$ cat src/pkg/csb_pkg.sv
`default_nettype none
package csb_pkg;

  // Status register bit positions
  localparam logic [2:0] SB_C = 3'h0;
  localparam logic [2:0] SB_Z = 3'h1;
  localparam logic [2:0] SB_N = 3'h2;
  localparam logic [2:0] SB_V = 3'h3;
  localparam logic [2:0] SB_S = 3'h4;
  localparam logic [2:0] SB_H = 3'h5;
  localparam logic [2:0] SB_T = 3'h6;
  localparam logic [2:0] SB_I = 3'h7;

  // Register port offsets
  localparam logic [1:0] OFS_EXT_IND = 2'h0;
  localparam logic [1:0] OFS_CTRL    = 2'h1;
  localparam logic [1:0] OFS_STAT    = 2'h2;

  // Field positions
  localparam int CTRL_WIDE_PC_BIT = 0;
  localparam int STAT_BUSY_BIT    = 3;
  localparam int STAT_TAKEN_BIT   = 4;

  // Reset values
  localparam logic [7:0] RST_EXT_IND = 8'h00;
  localparam logic [7:0] RST_CTRL    = 8'h01;

  // Cycle counts
  localparam logic [2:0] CYC_ONE           = 3'h1;
  localparam logic [2:0] CYC_IND_CALL_16   = 3'h2;
  localparam logic [2:0] CYC_IND_CALL_22   = 3'h3;
  localparam logic [2:0] CYC_EXT_CALL      = 3'h3;
  localparam logic [2:0] CYC_IO_EXTRA      = 3'h1;
  localparam logic [2:0] CYC_SKIP_ONE_WORD = 3'h2;
  localparam logic [2:0] CYC_SKIP_TWO_WORD = 3'h3;
  localparam logic [2:0] CYC_BR_TAKEN      = 3'h2;

  // Program counter advances
  localparam logic [21:0] PC_STEP_ONE = 22'h000001;
  localparam logic [21:0] PC_STEP_TWO = 22'h000002;
  localparam logic [21:0] PC_STEP_THR = 22'h000003;

  typedef enum logic [4:0] {
    OP_INDIRECT_CALL       = 5'b00000,
    OP_EXT_INDIRECT_CALL   = 5'b00001,
    OP_COMPARE_SKIP_EQUAL  = 5'b00010,
    OP_COMPARE_REGS        = 5'b00011,
    OP_COMPARE_REGS_CARRY  = 5'b00100,
    OP_COMPARE_IMMEDIATE   = 5'b00101,
    OP_SKIP_REG_BIT_CLEAR  = 5'b00110,
    OP_SKIP_REG_BIT_SET    = 5'b00111,
    OP_SKIP_IO_BIT_CLEAR   = 5'b01000,
    OP_SKIP_IO_BIT_SET     = 5'b01001,
    OP_BR_STATUS_BIT_SET   = 5'b01010,
    OP_BR_STATUS_BIT_CLEAR = 5'b01011,
    OP_BR_EQUAL            = 5'b01100,
    OP_BR_NOT_EQUAL        = 5'b01101,
    OP_BR_CARRY_SET        = 5'b01110,
    OP_BR_CARRY_CLEAR      = 5'b01111,
    OP_BR_SAME_OR_HIGHER   = 5'b10000,
    OP_BR_LOWER            = 5'b10001,
    OP_BR_MINUS            = 5'b10010,
    OP_BR_PLUS             = 5'b10011,
    OP_BR_SIGNED_GE        = 5'b10100,
    OP_BR_SIGNED_LT        = 5'b10101,
    OP_BR_HALF_CARRY_SET   = 5'b10110,
    OP_BR_HALF_CARRY_CLEAR = 5'b10111,
    OP_BR_TRANSFER_SET     = 5'b11000,
    OP_BR_TRANSFER_CLEAR   = 5'b11001,
    OP_BR_OVERFLOW_SET     = 5'b11010,
    OP_BR_OVERFLOW_CLEAR   = 5'b11011,
    OP_BR_IRQ_ENABLED      = 5'b11100,
    OP_BR_IRQ_DISABLED     = 5'b11101
  } csb_op_t;

  typedef enum logic [0:0] {
    ST_IDLE = 1'b0,
    ST_BUSY = 1'b1
  } csb_state_t;

endpackage
`default_nettype wire

$ cat src/logic/csb_unit.sv
// Overview of operation
// [RULE1] Indirect call loads PC[15:0] from Z, clears PC[21:16], and takes 2 or 3 cycles.
// [RULE2] Extended indirect call loads PC[15:0] from Z and PC[21:16] from the extended register in 3 cycles, flags kept.
// [RULE3] Compare-skip-equal skips the next instruction when both registers match, flags kept, in 1, 2 or 3 cycles.
// [RULE4] Compares subtract the second operand (plus carry for the carry form) and update Z, C, N, V, S, H in 1 cycle.
// [RULE5] Register-bit skips test one bit of a working register and skip on a match, flags kept, in 1, 2 or 3 cycles.
// [RULE6] I/O-bit skips test one I/O bit and skip on a match, flags kept, in 2, 3 or 4 cycles.
// [RULE7] Generic status-bit branches jump to PC plus offset plus one when the bit matches, 1 cycle or 2 when taken.
// [RULE8] Equal, not-equal, carry, lower, same-or-higher, minus and plus branches are fixed-flag generic branches.
// [RULE9] Signed greater-or-equal takes on N xor V equal 0, signed less-than on 1, in 1 or 2 cycles.
// [RULE10] Half-carry branches take on H set or cleared with the usual target and timing.
// [RULE11] Transfer-bit branches take on T set or cleared, jumping to PC plus offset plus one in 1 or 2 cycles.
// [RULE12] Overflow branches take on V set or cleared without touching flags in 1 or 2 cycles.
// [RULE13] Interrupt-state branches take on I set or cleared with the usual target and timing.
// [RULE14] The branch offset is signed two's complement and a skip advances PC by 2 or 3 by skipped length.
//
// The implementer's own choices: the plain strobed port and the register addresses.
`timescale 1ns/1ps
`default_nettype none
module csb_unit (
  // Clock and reset
  input  wire logic        mclk_in,
  input  wire logic        sys_rst_in,
  // Instruction request
  input  wire logic        start_in,
  input  wire logic [4:0]  op_in,
  input  wire logic [7:0]  rd_val_in,
  input  wire logic [7:0]  rr_val_in,
  input  wire logic [2:0]  bit_sel_in,
  input  wire logic [6:0]  offset_in,
  input  wire logic        io_bit_in,
  input  wire logic        next_two_word_in,
  // Core state
  input  wire logic [21:0] pc_in,
  input  wire logic [15:0] z_ptr_in,
  input  wire logic [7:0]  status_register_in,
  // Register port
  input  wire logic [1:0]  reg_addr_in,
  input  wire logic [7:0]  reg_wdata_in,
  input  wire logic        reg_we_in,
  input  wire logic        reg_re_in,
  output logic      [7:0]  reg_rdata_out,
  // Result
  output logic             busy_out,
  output logic             done_out,
  output logic             pc_load_out,
  output logic      [21:0] pc_out,
  output logic             status_we_out,
  output logic      [7:0]  status_register_out,
  output logic      [2:0]  cycles_out
);

  // Maps a generic or fixed-flag branch to its status bit and wanted value
  function automatic logic [3:0] branch_sel(input logic [4:0] op, input logic [2:0] sel);
    logic [3:0] r;
    r = 4'h0;
    case (op)
      csb_pkg::OP_BR_STATUS_BIT_SET:   r = {1'b1, sel}; // [RULE7]
      csb_pkg::OP_BR_STATUS_BIT_CLEAR: r = {1'b0, sel}; // [RULE7]
      csb_pkg::OP_BR_EQUAL:            r = {1'b1, csb_pkg::SB_Z}; // [RULE8]
      csb_pkg::OP_BR_NOT_EQUAL:        r = {1'b0, csb_pkg::SB_Z}; // [RULE8]
      csb_pkg::OP_BR_CARRY_SET:        r = {1'b1, csb_pkg::SB_C}; // [RULE8]
      csb_pkg::OP_BR_LOWER:            r = {1'b1, csb_pkg::SB_C}; // [RULE8]
      csb_pkg::OP_BR_CARRY_CLEAR:      r = {1'b0, csb_pkg::SB_C}; // [RULE8]
      csb_pkg::OP_BR_SAME_OR_HIGHER:   r = {1'b0, csb_pkg::SB_C}; // [RULE8]
      csb_pkg::OP_BR_MINUS:            r = {1'b1, csb_pkg::SB_N}; // [RULE8]
      csb_pkg::OP_BR_PLUS:             r = {1'b0, csb_pkg::SB_N}; // [RULE8]
      csb_pkg::OP_BR_SIGNED_GE:        r = {1'b0, csb_pkg::SB_S}; // [RULE9]
      csb_pkg::OP_BR_SIGNED_LT:        r = {1'b1, csb_pkg::SB_S}; // [RULE9]
      csb_pkg::OP_BR_HALF_CARRY_SET:   r = {1'b1, csb_pkg::SB_H}; // [RULE10]
      csb_pkg::OP_BR_HALF_CARRY_CLEAR: r = {1'b0, csb_pkg::SB_H}; // [RULE10]
      csb_pkg::OP_BR_TRANSFER_SET:     r = {1'b1, csb_pkg::SB_T}; // [RULE11]
      csb_pkg::OP_BR_TRANSFER_CLEAR:   r = {1'b0, csb_pkg::SB_T}; // [RULE11]
      csb_pkg::OP_BR_OVERFLOW_SET:     r = {1'b1, csb_pkg::SB_V}; // [RULE12]
      csb_pkg::OP_BR_OVERFLOW_CLEAR:   r = {1'b0, csb_pkg::SB_V}; // [RULE12]
      csb_pkg::OP_BR_IRQ_ENABLED:      r = {1'b1, csb_pkg::SB_I}; // [RULE13]
      csb_pkg::OP_BR_IRQ_DISABLED:     r = {1'b0, csb_pkg::SB_I}; // [RULE13]
      default:                         r = 4'h0;
    endcase
    return r;
  endfunction

  csb_pkg::csb_state_t state;
  logic [2:0]          cnt;
  logic [7:0]          ext_ind;
  logic [7:0]          ctrl;
  logic                last_taken;

  logic                accept;
  logic                next_load;
  logic [21:0]         next_pc;
  logic                next_flag_we;
  logic [7:0]          next_flags;
  logic [2:0]          next_cycles;
  logic                next_taken;

  logic [7:0]          diff;
  logic                carry_in;
  logic                is_branch;
  logic [3:0]          bsel;
  logic                sign_v;
  logic                test_bit;
  logic [21:0]         skip_step;
  logic [2:0]          skip_cycles;
  logic [21:0]         rel_target;

  assign done_out = (state == csb_pkg::ST_BUSY) && (cnt == 3'h0);
  assign busy_out = (state == csb_pkg::ST_BUSY) && (cnt != 3'h0);
  // Back to back: a new request may join the done cycle
  assign accept   = start_in && !busy_out;

  assign carry_in   = (op_in == csb_pkg::OP_COMPARE_REGS_CARRY) ? status_register_in[csb_pkg::SB_C] : 1'b0;
  assign diff       = rd_val_in - rr_val_in - {7'h00, carry_in}; // [RULE4]
  assign is_branch  = (op_in >= csb_pkg::OP_BR_STATUS_BIT_SET) && (op_in <= csb_pkg::OP_BR_IRQ_DISABLED);
  assign bsel       = branch_sel(op_in, bit_sel_in);
  // Signed forms test N xor V live, not the stored S bit
  assign sign_v     = status_register_in[csb_pkg::SB_N] ^ status_register_in[csb_pkg::SB_V]; // [RULE9]
  assign test_bit   = (bsel[2:0] == csb_pkg::SB_S &&
                      (op_in == csb_pkg::OP_BR_SIGNED_GE || op_in == csb_pkg::OP_BR_SIGNED_LT))
                      ? sign_v : status_register_in[bsel[2:0]];
  // Two-word victim needs one more step and one more cycle
  assign skip_step   = next_two_word_in ? csb_pkg::PC_STEP_THR : csb_pkg::PC_STEP_TWO; // [RULE14]
  assign skip_cycles = next_two_word_in ? csb_pkg::CYC_SKIP_TWO_WORD : csb_pkg::CYC_SKIP_ONE_WORD;
  assign rel_target  = pc_in + {{15{offset_in[6]}}, offset_in} + csb_pkg::PC_STEP_ONE; // [RULE7] [RULE14]

  always_comb begin
    next_load    = 1'b1;
    next_pc      = pc_in + csb_pkg::PC_STEP_ONE;
    next_flag_we = 1'b0;
    next_flags   = status_register_in;
    next_cycles  = csb_pkg::CYC_ONE;
    next_taken   = 1'b0;
    case (op_in)
      csb_pkg::OP_INDIRECT_CALL: begin
        next_pc     = {6'h00, z_ptr_in}; // [RULE1]
        next_taken  = 1'b1;
        next_cycles = ctrl[csb_pkg::CTRL_WIDE_PC_BIT] ? csb_pkg::CYC_IND_CALL_22 : csb_pkg::CYC_IND_CALL_16; // [RULE1]
      end
      csb_pkg::OP_EXT_INDIRECT_CALL: begin
        next_pc     = {ext_ind[5:0], z_ptr_in}; // [RULE2]
        next_taken  = 1'b1;
        next_cycles = csb_pkg::CYC_EXT_CALL; // [RULE2]
      end
      csb_pkg::OP_COMPARE_SKIP_EQUAL: begin
        if (rd_val_in == rr_val_in) begin // [RULE3]
          next_pc     = pc_in + skip_step;
          next_cycles = skip_cycles;
          next_taken  = 1'b1;
        end
      end
      csb_pkg::OP_COMPARE_REGS,
      csb_pkg::OP_COMPARE_REGS_CARRY,
      csb_pkg::OP_COMPARE_IMMEDIATE: begin
        next_flag_we = 1'b1; // [RULE4]
        next_flags[csb_pkg::SB_H] = (~rd_val_in[3] & rr_val_in[3]) | (rr_val_in[3] & diff[3]) |
                                    (diff[3] & ~rd_val_in[3]);
        next_flags[csb_pkg::SB_C] = (~rd_val_in[7] & rr_val_in[7]) | (rr_val_in[7] & diff[7]) |
                                    (diff[7] & ~rd_val_in[7]);
        next_flags[csb_pkg::SB_V] = (rd_val_in[7] & ~rr_val_in[7] & ~diff[7]) |
                                    (~rd_val_in[7] & rr_val_in[7] & diff[7]);
        next_flags[csb_pkg::SB_N] = diff[7];
        next_flags[csb_pkg::SB_S] = diff[7] ^ next_flags[csb_pkg::SB_V];
        // Carry form keeps Z sticky across multi-byte compares
        if (op_in == csb_pkg::OP_COMPARE_REGS_CARRY) begin
          next_flags[csb_pkg::SB_Z] = (diff == 8'h00) & status_register_in[csb_pkg::SB_Z];
        end else begin
          next_flags[csb_pkg::SB_Z] = (diff == 8'h00);
        end
      end
      csb_pkg::OP_SKIP_REG_BIT_CLEAR,
      csb_pkg::OP_SKIP_REG_BIT_SET: begin
        if (rd_val_in[bit_sel_in] == (op_in == csb_pkg::OP_SKIP_REG_BIT_SET)) begin // [RULE5]
          next_pc     = pc_in + skip_step;
          next_cycles = skip_cycles;
          next_taken  = 1'b1;
        end
      end
      csb_pkg::OP_SKIP_IO_BIT_CLEAR,
      csb_pkg::OP_SKIP_IO_BIT_SET: begin
        next_cycles = csb_pkg::CYC_ONE + csb_pkg::CYC_IO_EXTRA; // [RULE6]
        if (io_bit_in == (op_in == csb_pkg::OP_SKIP_IO_BIT_SET)) begin // [RULE6]
          next_pc     = pc_in + skip_step;
          next_cycles = skip_cycles + csb_pkg::CYC_IO_EXTRA;
          next_taken  = 1'b1;
        end
      end
      default: begin
        if (is_branch && (test_bit == bsel[3])) begin // [RULE7] [RULE8] [RULE10] [RULE11] [RULE12] [RULE13]
          next_pc     = rel_target;
          next_cycles = csb_pkg::CYC_BR_TAKEN;
          next_taken  = 1'b1;
        end else if (!is_branch) begin
          // Unknown code: finish quietly, leave PC to the core
          next_load = 1'b0;
        end
      end
    endcase
  end

  // Sequencer
  always_ff @(posedge mclk_in) begin
    if (sys_rst_in) begin
      state <= csb_pkg::ST_IDLE;
      cnt   <= 3'h0;
    end else if (accept) begin
      state <= csb_pkg::ST_BUSY;
      cnt   <= next_cycles - 3'h1;
    end else if (done_out) begin
      state <= csb_pkg::ST_IDLE;
    end else if (state == csb_pkg::ST_BUSY) begin
      cnt <= cnt - 3'h1;
    end
  end

  // Results held until the next request
  always_ff @(posedge mclk_in) begin
    if (sys_rst_in) begin
      pc_out              <= 22'h000000;
      pc_load_out         <= 1'b0;
      status_register_out <= 8'h00;
      status_we_out       <= 1'b0;
      cycles_out          <= 3'h0;
      last_taken          <= 1'b0;
    end else if (accept) begin
      pc_out              <= next_pc;
      pc_load_out         <= next_load;
      status_register_out <= next_flags; // [RULE2] [RULE3] [RULE5] [RULE6] [RULE12]
      status_we_out       <= next_flag_we;
      cycles_out          <= next_cycles;
      last_taken          <= next_taken;
    end
  end

  // Register port writes
  always_ff @(posedge mclk_in) begin
    if (sys_rst_in) begin
      ext_ind <= csb_pkg::RST_EXT_IND;
      ctrl    <= csb_pkg::RST_CTRL;
    end else if (reg_we_in) begin
      case (reg_addr_in)
        csb_pkg::OFS_EXT_IND: ext_ind <= {2'h0, reg_wdata_in[5:0]};
        csb_pkg::OFS_CTRL:    ctrl    <= {7'h00, reg_wdata_in[csb_pkg::CTRL_WIDE_PC_BIT]};
        default:              ;
      endcase
    end
  end

  // Register port reads, one cycle later; unmapped reads zero
  always_ff @(posedge mclk_in) begin
    if (sys_rst_in) begin
      reg_rdata_out <= 8'h00;
    end else if (reg_re_in) begin
      case (reg_addr_in)
        csb_pkg::OFS_EXT_IND: reg_rdata_out <= ext_ind;
        csb_pkg::OFS_CTRL:    reg_rdata_out <= ctrl;
        csb_pkg::OFS_STAT:    reg_rdata_out <= {3'h0, last_taken, busy_out, cycles_out};
        default:              reg_rdata_out <= 8'h00;
      endcase
    end else begin
      reg_rdata_out <= 8'h00;
    end
  end

endmodule
`default_nettype wire

$ cat config.mk
export PLATFORM = sky130hd
export DESIGN_NAME = csb_unit
export DESIGN_NICKNAME = d
export VERILOG_FILES = /design/src/pkg/csb_pkg.sv /design/src/logic/csb_unit.sv
export SDC_FILE = /design/constraint.sdc
export NUM_CORES = 1
export LEC_CHECK = 0
export ABC_AREA = 0
export BUFFER_PORTS_ARGS = -buffer_cell sky130_fd_sc_hd__buf_4
export CAP_MARGIN = 30
export CORE_AREA = 3 3 107 109
export DETAILED_ROUTE_END_ITERATION = 12
export DIE_AREA = 0 0 110 112
export GPL_TIMING_DRIVEN = 0
export PLACE_DENSITY = 0.8
export SYNTH_ARGS = -nofsm -noshare
export SYNTH_HDL_FRONTEND = slang
export SYNTH_SLANG_ARGS = --single-unit
$ cat constraint.sdc
create_clock -name mclk_in -period 4.4 [get_ports mclk_in]
set_input_delay 0.22 -clock mclk_in [delete_from_list [all_inputs] [get_ports mclk_in]]
set_output_delay 0.22 -clock mclk_in [all_outputs]
set_load 0.02 [all_outputs]
==> Word-level counts from Yosys, hierarchy flattened <==
Index checks and enable logic that the tools add are counted.
W data, S select, Z words.
{ "op_classes": {"div": 0, "muxes": 37, "add_sub_neg": 9, "n_bitwise": 22, "reduce_logical": 25, "shift": 0, "n_mul": 0, "order_cmp": 4, "eq_ne": 35} }
{ "op_table": {"columns": ["cell", "count"], "rows": [
  ["$pmux W22 S6", 1],
  ["$mux W22", 4],
  ["$pmux W4 S17", 1],
  ["$eq A5 B5 Y1 const B", 13],
  ["$add A22 B1 Y22 const B", 2],
  ["$eq A5 B4 Y1 const B", 7],
  ["$add A22 B2 Y22", 1],
  ["$add A22 B22 Y22", 1],
  ["$eq A5 B3 Y1 const B", 4],
  ["$mux W1", 18],
  ["$pmux W3 S6", 1],
  ["$pmux W6 S3", 1],
  ["$mux W3", 4],
  ["$and A1 B1 Y1", 10],
  ["$eq A5 B2 Y1 const B", 2],
  ["$reduce_or A10 Y1", 1],
  ["$reduce_or A2 Y1", 5],
  ["$eq A8 B8 Y1", 1],
  ["$logic_not A8 Y1", 1],
  ["$lt A3 B4 Y1 const B", 2],
  ["$sub A8 B1 Y8", 1],
  ["$sub A8 B8 Y8", 1],
  ["$bmux W1 S3", 2],
  ["$logic_and A1 B1 Y1", 6],
  ["25 further kinds", 42]
]} }
{ "word_totals": {"ff_bits": 55, "word_cells": 143, "latchBits": 0, "mem_count": 0, "inputBits": 94, "mem_bits_rw": 0, "mem_bits_ro": 0, "out_inout_bits": 45} }

==> Logic depth before layout (Yosys ltp) <==
{ "depth": {"depth_word": 12, "ltp_mapped": 17, "depth_no_buf": 13} }

==> Least setup slack after synthesis <==
Ideal clock, no wire load.
{ "synth_path": {"path_kind": "input -> register", "startpoint": "in op_in[3]", "endpoint": "reg cnt[2]", "arrival_ps": 3076, "path_stages": 16, "required_time_ps": 4330, "setup_time_ps": 70, "n_path_buf": 3, "path_slack_ps": 1255, "cell_sequence": "buf_2 and4bb_1 nand2_1 or2_2 a221oi_1 or4_1 buf_4 o21a_1 buf_4 nand4_1 o21ai_0 ha_1 nand2b_1 a21oi_1 a211o_1 a21oi_1"} }
{ "synth_between": {"elab_chain_cells": 12, "word_cells_on_any_way": 52, "cone_classes": "add/sub: 1; order compare: 2; eq/ne: 31; mux: 9; reduce/logical: 9"} }
{ "synth_lines": {"columns": ["element", "line_no", "text"], "rows": [
  ["start: declaration", "csb_unit.sv:26", "input wire logic [4:0] op_in,"],
  ["$eq A5 B5 Y1 / $eq A5 B4 Y1 (equally long branches)", "csb_unit.sv:57", "case (op)"],
  ["$reduce_or A2 Y1 (no line)", null, null],
  ["$pmux W4 S17", "csb_unit.sv:57", null],
  ["$bmux W1 S3 / $eq A3 B3 Y1 (equally long branches)", "csb_unit.sv:120, csb_unit.sv:118", null],
  ["$mux W1 (not written as such) / $logic_and A1 B1 Y1 (equally long branches)", "csb_unit.sv:120, csb_unit.sv:118", null],
  ["$mux W1", "csb_unit.sv:120", "? sign_v : status_register_in[bsel[2:0]];"],
  ["$eq A1 B1 Y1", "csb_unit.sv:188", "if (is_branch && (test_bit == bsel[3])) begin"],
  ["$logic_and A1 B1 Y1", "csb_unit.sv:188", null],
  ["$mux W2", "csb_unit.sv:188", null],
  ["$pmux W3 S6 *", "csb_unit.sv:133", "case (op_in)"],
  ["$sub A3 B1 Y3 *", "csb_unit.sv:207", "cnt <= next_cycles - 3'h1;"],
  ["$mux W3 *", "csb_unit.sv:205", "end else if (accept) begin"],
  ["end signal: assignment", "csb_unit.sv:207", null],
  ["end signal: assignment", "csb_unit.sv:211", "cnt <= cnt - 3'h1;"],
  ["end: declaration", "csb_unit.sv:84", "logic [2:0] cnt;"]
]} }
Every way passes the cells marked *; elsewhere a longest branch is shown, timed or not. The select of a mux whose other input is x is not followed.
A chain may end at the register's enable or synchronous reset.

==> Final worst setup path <==
{ "layout_path": {"startpoint": "in op_in[2]", "endpoint": "reg cnt[2]"} }
The elaborated chain is that of the path after synthesis.

==> impl_results.md <==
* Status: finished clean
* DRT Wirelength at 20490 um
* HP Class: in2reg
* Final Hold Fails at 0
* Fin crit share at 86.01%
* Routed Antenna Nets at 0
* Max_slew headroom at 35.48%
* Cell taking the most area after synthesis: dfxtp_1
* Die area at 12320 sq um
* Most common cell after layout, fill and taps aside: buf_4
* Net count, final at 1033
* Largest net degree at the start of global routing at 19
* Count of different cell masters after synthesis at 75
* Post-CTS Resized at 0
* Critical path type: in2reg
* Number of synthesized flops with an enable pin at 0
* Routed length per instance at 19.74 um
* WP data required at 4.65 ns
* Register area share after synthesis at 18.53%
* Synth top area share at 18.53%
* TritonCTS clock tree: yes
* Setup_tns at 0 ns
* ANT cells at 0
* Clk sink count at 53
* Final setup violation count at 0
* Clk root buf: clkbuf_8
* Number of global-route vias before repair at 6163
* Hold buffers post-CTS at 0
* Tot GR Track Use at 32.23%
* Dpl ws at 0.4096 ns
* Placed instance count at 1030
* Main synth FF type: dfxtp_1
* Worst Path Arrival at 4.03 ns
* RSZ-0062 raised after global routing: no
* Clock skew at 0.02161 ns
* Yosys Warn Count at 0
* Count of final max-slew check failures at 0
* Initial DRC count at 698
* Max Cap Viol at 0
* # H-tree levels at 2
* Clk buf depth at 2
* Initial Utilization at 53.52%
* P_leak at 2.996 nW
* Fin worst setup slack at 0.6154 ns
* HPWL Detailed at 16060 um
* Filler cell count at 977
* Minimum clock period at 3.785 ns
* Initial antenna violation count at 0
* Vias at 6426
* Fmax at 264.2 MHz
* Vias per cell at 6.191
* Drt drc at 0
* Most frequent cells in the layout: buf_4, nor2_1, dfxtp_1
* Routability cong. at 0.9384
* Chip height at 112 um
* # port buffers at 131
* Synth Instances at 755
* Peak supply drop at 132.2 uV
* Slew at the pin with the worst max-slew slack at 0.9678 ns
* Top fanout value on the critical path at 10
* Yosys reg bits at 53
* Area of the core at 10700 sq um
* Drt first pass iters at 5
* First-pass GRT wire length at 31510 um
* Post-Syn Area at 5725 sq um
* Ranking of synthesized cells by area: dfxtp_1, ha_1, xnor2_1
* Grt ovf at 0
* PD cells at 247.3 nW/um^2
* Ys async rst share at 0%
* Top-level port count at 139
* CTS clk-pin slew, worst paths at 0.10 ns
* Area Overhead vs Synth at 22.22%
* Mean Syn Cell Area at 7.583 sq um
* Post-CTS Setup Bufs at 0
* Layout cells sized above 1 at 19.60%
* Rows at 38
* TritonCTS Buffers at 5
* CP endpoint kind: register
* Die Width at 110 um
* Clk_lat worst skew at 0.33 ns
* Setup crit start kind: input port
* Fin cells at 1038
[registers in the layout, summed over array words and instances (netlist names), 3 cells and up]
signal               flops
status_register_out      8
reg_rdata_out            6
ext_ind                  6
cycles_out               3
cnt                      3
pc_out                  22
[area by class of cell]
type / count / area, sq um / area share, %
multi-input combinational: 621 / 4330 / 61.88
sequential: 53 / 1061 / 15.16
timing repair buffer: 134 / 998.5 / 14.27
buffer: 48 / 210.2 / 3.004
tap: 140 / 175.2 / 2.503
inverter: 34 / 127.6 / 1.824
clock buffer: 5 / 68.82 / 0.9834
clock inverter: 3 / 26.28 / 0.3755
[synth_stat cells, drive strengths merged (10+ instances only)]
cell    instances
xnor2          33
nor2           70
nor3           25
a31oi          10
nand2          52
dfxtp          53
and3           11
clkbuf         28
xor2           27
o21ai          40
mux2i          22
a21oi          46
nand2b         14
inv            34
buf            20
nand4          14
nor2b          12
and2           12
or3            14
ha             39
nand3          20
o211ai         14
a221oi         10
a211oi         18
[power breakdown]
part	total (W)	internal, W	switching, W
Sequential	0.000559	0.000526	0.0000326
Combinational	0.000858	0.000359	0.000499
Clock	0.000314	0.000117	0.000197
[cell families after synthesis]
| family | after synthesis | share of synthesized area [%] |
|---|---|---|
| AO/OA/AOI/OAI | 211 | 26.14 |
| XOR/XNOR | 60 | 9.178 |
| adder cells (fa/ha/maj) | 42 | 9.572 |
| buffers and inverters | 82 | 5.900 |
| flip-flops | 53 | 18.53 |
| multiplexers | 28 | 5.682 |
| other | 1 | 0.06550 |
| AND/OR/NAND/NOR | 278 | 24.93 |
[final timing paths]
kind                                              from  depth (start not counted)  slack, ns                     end
worst max-delay path                          op_in[2]                         16       0.62                  cnt[2]
worst min register to register  status_register_out[7]                          2       0.46  status_register_out[7]
worst min-delay path                          start_in                          2       0.10                  cnt[2]
worst max register to register                  cnt[0]                         12       1.00                  cnt[2]
[worst max-delay path, stage by stage]
cell and delay (ns):
buf_4 0.12, buf_4 0.16, xnor2_1 0.19, o211ai_2 0.17
a211oi_1 0.23, a221oi_1 0.15, o41ai_4 0.87, o21a_1 0.43
buf_4 0.28, nand4_1 0.21, o21ai_0 0.17, ha_1 0.24
nand2b_1 0.12, a21oi_1 0.07, a211o_1 0.27, a21oi_1 0.12
[layer usage]
layer / vias to the layer above / GRT usage (%) / routed length (um)
met4: 0 / 8.479 / 385
li1: 3075 / - / -
met3: 33 / 3.536 / 1714
met1: 2986 / 43.88 / 8833
met2: 332 / 53.72 / 9558
met5: - / 0 / 0
[stage by stage]
stage                     utilization (%)  cell area [sq um]  hold WS, ns  total power, W
after floorplan                         -               5729       0.3070        0.001099
after global placement              64.39               6888       0.4199        0.001384
after detailed placement            64.53               6903       0.4360        0.001407
after CTS                           65.42               6998      0.09851        0.001711
after global routing                65.42               6998       0.1012        0.001816
final                               65.42               6998       0.1019        0.001731
(Power assumes the default switching activity.)
